==> src/core/lgcir_pkg.sv <==
// package for the global clock select and channel interrupt register pair
package lgcir_pkg;
  localparam int ADDR_W = 16;
  localparam int DATA_W = 8;
  localparam logic [15:0] CLK_SEL_ADDR = 16'h0FE9;
  localparam logic [15:0] IRQ_STAT_ADDR = 16'h0FEA;
  localparam logic [3:0] RATE_CODE_RESET = 4'h1;
  localparam logic [7:0] IRQ_STAT_RESET = 8'h00;
  localparam int RATE_LSB = 0;
  localparam int RATE_W = 4;
  localparam int IRQ_BIT = 0;

  typedef enum logic [7:0] {
    LGCIR_R2048 = 8'h01,
    LGCIR_R1544 = 8'h02,
    LGCIR_R4096 = 8'h04,
    LGCIR_R3088 = 8'h08,
    LGCIR_R8192 = 8'h10,
    LGCIR_R6176 = 8'h20,
    LGCIR_R16384 = 8'h40,
    LGCIR_R12352 = 8'h80
  } lgcir_rate_t;

  typedef struct packed {
    logic rd;
    logic wr;
    logic [15:0] addr;
    logic [7:0] wdata;
  } lgcir_req_t;
endpackage

==> src/core/lgcir_regs.sv <==
// global clock rate select and channel 0 interrupt status registers
module lgcir_regs #(
  // bus widths, fixed by the request carrier
  parameter int BUS_ADDR_W = lgcir_pkg::ADDR_W,
  parameter int BUS_DATA_W = lgcir_pkg::DATA_W
) (
  // clock and reset
  input wire logic i_clk,
  input wire logic i_resetn,
  // register access
  input wire lgcir_pkg::lgcir_req_t i_req,
  output logic [BUS_DATA_W-1:0] o_rdata,
  output logic o_rvalid,
  // channel 0 interrupt event
  input wire logic i_chan_zero_irq,
  // decoded reference rate
  output lgcir_pkg::lgcir_rate_t o_ref_rate,
  output logic o_rate_reserved,
  output logic [3:0] o_ref_rate_code
);
  import lgcir_pkg::*;

  // refuse widths the request carrier cannot serve
  if (BUS_ADDR_W != ADDR_W) begin : g_addr_w_chk
    $error("address width must match the request carrier");
  end
  if (BUS_DATA_W != DATA_W) begin : g_data_w_chk
    $error("data width must match the request carrier");
  end

  logic [3:0] ref_rate_code_reg;
  logic chan_zero_irq_flag_reg;
  logic [BUS_DATA_W-1:0] rdata_next;
  lgcir_rate_t rate_next;
  logic reserved_next;
  logic sel_clk;
  logic sel_irq;

  assign sel_clk = (i_req.addr == CLK_SEL_ADDR);
  assign sel_irq = (i_req.addr == IRQ_STAT_ADDR);

  // rate code register
  always_ff @(posedge i_clk) begin
    if (!i_resetn) begin
      ref_rate_code_reg <= RATE_CODE_RESET;
    end else if (i_req.wr && sel_clk) begin
      ref_rate_code_reg <= i_req.wdata[RATE_LSB +: RATE_W];
    end
  end

  // sticky interrupt flag, set wins over read clear
  always_ff @(posedge i_clk) begin
    if (!i_resetn) begin
      chan_zero_irq_flag_reg <= IRQ_STAT_RESET[IRQ_BIT];
    end else if (i_chan_zero_irq) begin
      chan_zero_irq_flag_reg <= 1'b1;
    end else if (i_req.rd && sel_irq) begin
      chan_zero_irq_flag_reg <= 1'b0;
    end
  end

  // read data
  always_comb begin
    rdata_next = '0;
    if (sel_clk) begin
      rdata_next = BUS_DATA_W'(ref_rate_code_reg);
    end else if (sel_irq) begin
      rdata_next = BUS_DATA_W'(chan_zero_irq_flag_reg);
    end
  end

  always_ff @(posedge i_clk) begin
    if (!i_resetn) begin
      o_rdata <= '0;
      o_rvalid <= 1'b0;
    end else begin
      o_rvalid <= i_req.rd;
      if (i_req.rd) begin
        o_rdata <= rdata_next;
      end
    end
  end

  // rate decode
  always_comb begin
    reserved_next = 1'b0;
    rate_next = LGCIR_R2048;
    case (ref_rate_code_reg)
      4'h0, 4'hE: rate_next = LGCIR_R2048;
      4'h1, 4'hF: rate_next = LGCIR_R1544;
      4'h8: rate_next = LGCIR_R4096;
      4'h9: rate_next = LGCIR_R3088;
      4'hA: rate_next = LGCIR_R8192;
      4'hB: rate_next = LGCIR_R6176;
      4'hC: rate_next = LGCIR_R16384;
      4'hD: rate_next = LGCIR_R12352;
      default: reserved_next = 1'b1;
    endcase
  end

  always_ff @(posedge i_clk) begin
    if (!i_resetn) begin
      o_ref_rate <= LGCIR_R1544;
      o_rate_reserved <= 1'b0;
      o_ref_rate_code <= RATE_CODE_RESET;
    end else begin
      o_ref_rate <= rate_next;
      o_rate_reserved <= reserved_next;
      o_ref_rate_code <= ref_rate_code_reg;
    end
  end

  // assertions
  rate_write_a: assert property (@(posedge i_clk) disable iff (!i_resetn)
    (i_req.wr && sel_clk) |=> (ref_rate_code_reg == $past(i_req.wdata[RATE_LSB +: RATE_W])))
    else $error("rate code not written");
  rate_reset_a: assert property (@(posedge i_clk)
    !i_resetn |=> (ref_rate_code_reg == RATE_CODE_RESET))
    else $error("rate code reset wrong");
  rate_decode_a: assert property (@(posedge i_clk) disable iff (!i_resetn)
    (ref_rate_code_reg == 4'hC) |=> (o_ref_rate == LGCIR_R16384))
    else $error("rate decode wrong");
  decode_2048_a: assert property (@(posedge i_clk) disable iff (!i_resetn)
    (ref_rate_code_reg inside {4'h0, 4'hE}) |=> (o_ref_rate == LGCIR_R2048))
    else $error("rate decode 2048 wrong");
  decode_1544_a: assert property (@(posedge i_clk) disable iff (!i_resetn)
    (ref_rate_code_reg inside {4'h1, 4'hF}) |=> (o_ref_rate == LGCIR_R1544))
    else $error("rate decode 1544 wrong");
  decode_4096_a: assert property (@(posedge i_clk) disable iff (!i_resetn)
    (ref_rate_code_reg == 4'h8) |=> (o_ref_rate == LGCIR_R4096))
    else $error("rate decode 4096 wrong");
  decode_3088_a: assert property (@(posedge i_clk) disable iff (!i_resetn)
    (ref_rate_code_reg == 4'h9) |=> (o_ref_rate == LGCIR_R3088))
    else $error("rate decode 3088 wrong");
  decode_8192_a: assert property (@(posedge i_clk) disable iff (!i_resetn)
    (ref_rate_code_reg == 4'hA) |=> (o_ref_rate == LGCIR_R8192))
    else $error("rate decode 8192 wrong");
  decode_6176_a: assert property (@(posedge i_clk) disable iff (!i_resetn)
    (ref_rate_code_reg == 4'hB) |=> (o_ref_rate == LGCIR_R6176))
    else $error("rate decode 6176 wrong");
  decode_12352_a: assert property (@(posedge i_clk) disable iff (!i_resetn)
    (ref_rate_code_reg == 4'hD) |=> (o_ref_rate == LGCIR_R12352))
    else $error("rate decode 12352 wrong");
  rate_rsvd_a: assert property (@(posedge i_clk) disable iff (!i_resetn)
    (ref_rate_code_reg inside {[4'h2:4'h7]}) |=> o_rate_reserved)
    else $error("reserved code not flagged");
  irq_set_a: assert property (@(posedge i_clk) disable iff (!i_resetn)
    i_chan_zero_irq |=> chan_zero_irq_flag_reg)
    else $error("irq flag not set");
  read_clear_a: assert property (@(posedge i_clk) disable iff (!i_resetn)
    (i_req.rd && sel_irq && !i_chan_zero_irq) |=> !chan_zero_irq_flag_reg)
    else $error("irq flag not cleared by read");
  read_value_a: assert property (@(posedge i_clk) disable iff (!i_resetn)
    (i_req.rd && sel_irq) |=> (o_rdata[0] == $past(chan_zero_irq_flag_reg)) && o_rvalid)
    else $error("status read value wrong");
  rsvd_zero_a: assert property (@(posedge i_clk) disable iff (!i_resetn)
    (i_req.rd && sel_irq) |=> (o_rdata[7:1] == 7'h00))
    else $error("reserved status bits nonzero");
  set_wins_a: assert property (@(posedge i_clk) disable iff (!i_resetn)
    (i_req.rd && sel_irq && i_chan_zero_irq) |=> chan_zero_irq_flag_reg)
    else $error("event lost on read");

  // values after reset
  flag_reset_a: assert property (@(posedge i_clk)
    !i_resetn |=> !chan_zero_irq_flag_reg)
    else $error("irq flag reset wrong");
  rvalid_reset_a: assert property (@(posedge i_clk)
    !i_resetn |=> (!o_rvalid && (o_rdata == '0)))
    else $error("read answer reset wrong");
  rate_out_reset_a: assert property (@(posedge i_clk)
    !i_resetn |=> ((o_ref_rate == LGCIR_R1544) && !o_rate_reserved))
    else $error("decoded rate reset wrong");
  code_out_reset_a: assert property (@(posedge i_clk)
    !i_resetn |=> (o_ref_rate_code == RATE_CODE_RESET))
    else $error("rate code output reset wrong");

  // bus answer and holding
  rvalid_pulse_a: assert property (@(posedge i_clk) disable iff (!i_resetn)
    i_req.rd |=> o_rvalid)
    else $error("read not answered");
  rvalid_idle_a: assert property (@(posedge i_clk) disable iff (!i_resetn)
    !i_req.rd |=> !o_rvalid)
    else $error("answer without read");
  rdata_hold_a: assert property (@(posedge i_clk) disable iff (!i_resetn)
    !i_req.rd |=> $stable(o_rdata))
    else $error("read data moved without read");
  unmapped_zero_a: assert property (@(posedge i_clk) disable iff (!i_resetn)
    (i_req.rd && !sel_clk && !sel_irq) |=> (o_rdata == '0))
    else $error("unmapped read not zero");
  code_hold_a: assert property (@(posedge i_clk) disable iff (!i_resetn)
    !(i_req.wr && sel_clk) |=> $stable(ref_rate_code_reg))
    else $error("rate code moved without write");
  clk_read_a: assert property (@(posedge i_clk) disable iff (!i_resetn)
    (i_req.rd && sel_clk) |=> (o_rdata[3:0] == $past(ref_rate_code_reg)) && (o_rdata[7:4] == 4'h0))
    else $error("clock select read wrong");
  flag_hold_a: assert property (@(posedge i_clk) disable iff (!i_resetn)
    (!i_chan_zero_irq && !(i_req.rd && sel_irq)) |=> $stable(chan_zero_irq_flag_reg))
    else $error("irq flag moved without cause");
  code_mirror_a: assert property (@(posedge i_clk) disable iff (!i_resetn)
    1'b1 |=> (o_ref_rate_code == $past(ref_rate_code_reg)))
    else $error("rate code output wrong");
  rate_onehot_a: assert property (@(posedge i_clk) disable iff (!i_resetn)
    $onehot(o_ref_rate))
    else $error("decoded rate not one-hot");
  rsvd_default_a: assert property (@(posedge i_clk) disable iff (!i_resetn)
    o_rate_reserved |-> (o_ref_rate == LGCIR_R2048))
    else $error("reserved code rate wrong");
  rate_norsvd_a: assert property (@(posedge i_clk) disable iff (!i_resetn)
    !(ref_rate_code_reg inside {[4'h2:4'h7]}) |=> !o_rate_reserved)
    else $error("valid code flagged reserved");

  irq_read_c: cover property (@(posedge i_clk) disable iff (!i_resetn)
    chan_zero_irq_flag_reg && i_req.rd && sel_irq);
  collide_c: cover property (@(posedge i_clk) disable iff (!i_resetn)
    i_chan_zero_irq && i_req.rd && sel_irq);
  rate_wr_c: cover property (@(posedge i_clk) disable iff (!i_resetn)
    i_req.wr && sel_clk ##1 i_req.rd && sel_clk);
  rsvd_code_c: cover property (@(posedge i_clk) disable iff (!i_resetn)
    o_rate_reserved);
  clk_read_c: cover property (@(posedge i_clk) disable iff (!i_resetn)
    i_req.rd && sel_clk);
endmodule

==> config.mk <==
export PLATFORM = sky130hd
export DESIGN_NAME = lgcir_regs
export DESIGN_NICKNAME = d
export VERILOG_FILES = /design/src/core/lgcir_pkg.sv /design/src/core/lgcir_regs.sv
export SDC_FILE = /design/constraint.sdc
export NUM_CORES = 1
export LEC_CHECK = 0
export ABC_AREA = 1
export BUFFER_PORTS_ARGS = -buffer_cell sky130_fd_sc_hd__buf_2
export CAP_MARGIN = 20
export CORE_ASPECT_RATIO = 1.5
export CORE_MARGIN = 10
export CORE_UTILIZATION = 46
export CTS_CLUSTER_DIAMETER = 30
export DETAILED_ROUTE_END_ITERATION = 8
export PLACE_DENSITY = 0.82
export SLEW_MARGIN = 20
export SYNTH_ARGS = -nofsm -noshare
export SYNTH_HDL_FRONTEND = slang
export SYNTH_SLANG_ARGS = --single-unit
==> constraint.sdc <==
create_clock -name i_clk -period 1.56 [get_ports i_clk]
set_clock_uncertainty 0.15 [all_clocks]
set_input_delay 0.078 -clock i_clk [delete_from_list [all_inputs] [get_ports i_clk]]
set_output_delay 0.078 -clock i_clk [all_outputs]
set_load 0.02 [all_outputs]
==> qor.yml <==
floorplan:
  die_w_um: 56.8
  rows: 19
  coreArea_um2: 1880
  floorplan.initialDensity_pct: 49.6
  dieArea_um2: 4260
  num_io_pins: 51
  die_y_um: 75.1
logic_synthesis:
  ys_ff_latch: 23
  synthTopCellsByCount: "27 x nand2_1, 23 x dfxtp_1, 18 x inv_1, 18 x nor2_1, 9 x nand3_1"
  ys_types: 19
  syn_area_per_cell_um2: 7.64
  yosysWarnings: 0
  syn_inst: 122
  yosysTopAreaCell: "dfxtp_1"
  yosysMostFrequentCell: "nand2_1"
  ys.flop_type: "dfxtp_1"
  synth_edf_count: 0
  synth_top_family_by_area: "simple AND/OR/NAND/NOR gates"
  synth_xor_area_share_pct: 0
  synthMuxAreaShare_pct: 0
  netlist_area_um2: 932
  yosysSeqAreaShare_pct: 49.4
  netlist_top_cells_area: "dfxtp_1 49%, nand2_1 11%, inv_1 7.2%, nor2_1 7.2%, nand3_1 4.8%"
  yosysTopAreaCellShare_pct: 49.4
  async_reset_ff_share_pct: 0
  synth-compound-area-share_pct: 6.17
  yosys.area_share.simple_pct: 31.1
  synthAdderAreaFrac_pct: 0
route:
  wire_per_inst_um: 12.0
  drcViolationCount: 0
  dr.pass1.iters: 4
  routed_wl_um: 2370
  ant_nets: 0
  viasPerCell: 4.72
  vias: 929
  drt_iter0_markers: 17
cts:
  cts.sinks: 23
  cts.clk_slew.worst_paths_ns: 0.12
  post_cts_buffers: 0
  clk_root_buffer_cell: "clkbuf_4"
  clk_latency_ns: 0.31
  cts_tree: "yes"
  cts_inserted_buffers: 3
  htree_num_levels: 1
  clockBufferDepth: 2
sta:
  hold_viol_final: 0
  grt_setup_unrepaired: "false"
  period_share_pct: 94.3
  fin_tns_setup_ns: 0
  worst_slack_ns: 0.0882
  fmax_mhz: 679
  period_needed_ns: 1.47
  slew_viol_final: 0
  setup_viol: 0
cells_and_area:
  largest-register: "o_ref_rate"
  largest_reg_flops: 8
  final_util_pct: 68.6
  drive_gt1_share_pct: 30.1
  fin_nets: 206
  final_area_um2: 1290
  syn_to_final_growth_pct: 38.3
  diodes: 0
pwr:
  ir_drop_mv: 0.511
  power_mw: 0.978
  cellPowerDensity_nw_per_um2: 759
  p_leak_nw: 0.713
place:
  port_buffers: 42
  post-place-ws_ns: 0.393
  hpwl_um: 1800
  dpl_cell_area_um2: 1130
  place.gp.congestion: 0.723
hold_path:
  hold_class: "input pin to register"
critical_path:
  end_kind: "register"
  critPathKind: "input pin to register"
  arrival_ns: 1.58
  required_ns: 1.67
  start_kind: "input pin"
  crit_fanout: 10
grt:
  grt_max_degree: 14
  globalRouteTotalUtil_pct: 11.1
  grt_pass1_vias: 982
  antenna_found_initial: 0
  overflow: 0
  grt_pass1_wl_um: 3910
job:
  maxCapViolCount: 0
outcome:
  outcome: "complete, no violations"
[power breakdown]
group | leakage (nW) | switching (mW) | internal (mW)
Clock | 0.0150 | 0.172 | 0.100
Combinational | 0.510 | 0.0553 | 0.0522
Sequential | 0.188 | 0.00365 | 0.595
[critical path, stage by stage]
cell	delay, ns
dlygate4sd3_1	0.53
buf_4	0.17
nand3_1	0.08
nand2_1	0.05
a21oi_1	0.12
dlygate4sd3_1	0.56
[per-layer routing]
| metal | vias up | share of wire (%) | global-route usage (%) |
|---|---|---|---|
| li1 | 474 | - | - |
| met1 | 401 | 37 | 9.61 |
| met5 | - | 0 | 0 |
| met4 | 0 | 1.6 | 4.71 |
| met2 | 49 | 49 | 21.0 |
| met3 | 5 | 12 | 5.72 |
[area by class of cell]
cell class                 count  area [um2]
clock buffer                   4        26.3
fill                         163         589
inverter                      18        67.6
multi-input combinational     77         363
sequential                    23         463
tap                           21        26.3
timing repair buffer          54         343
[stage by stage]
stage / instances / hold WS [ns]
floorplan: 125 / 0.0446
global placement: 181 / 0.153
detailed placement: 181 / 0.167
CTS: 198 / 0.0390
global route: 197 / 0.0763
finish: 197 / 0.0394
[final timing paths]
kind                                     startpoint                             endpoint  slack (ns)  depth (start not counted)
setup / recovery                          i_req[25]  chan_zero_irq_flag_reg$_SDFFE_PN0P_        0.09                          6
hold / removal                            i_req[10]              o_rdata[1]$_SDFFE_PN0P_        0.04                          6
setup reg to reg  ref_rate_code_reg[1]$_SDFFE_PN0P_    ref_rate_code_reg[1]$_SDFFE_PN0P_        0.12                          5
hold reg to reg   ref_rate_code_reg[1]$_SDFFE_PN0P_             o_ref_rate[5]$_SDFF_PN0_        0.36                          2
[cell families after synthesis]
kind of cell | after synthesis
other | 1
buffers and inverters | 25
AO/OA/AOI/OAI | 10
flip-flops | 23
AND/OR/NAND/NOR | 63
[cells in the final DEF (no fill, tap or decap), drive strengths merged]
cell          synthesis  routed
inv                  18      18
nand3                10      10
o21ai                 3       3
nand2                27      27
dlygate4sd3           0      12
a21oi                 6       6
nor4                  1       1
dfxtp                23      23
clkbuf                2       5
nand4                 1       1
nor2                 23      23
dlymetal6s4s          0       1
conb                  1       4
a211oi                1       1
buf                   5      40
nor3                  1       1
[timing repair]
item | 4_1_cts | 5_1_grt
resized for setup | 0 | 6
hold buffers | 13 | 0
endpoints found under the hold margin | 13 | 0
setup endpoints to repair | 0 | 4
Note: power is estimated with default switching activity, not from simulation.
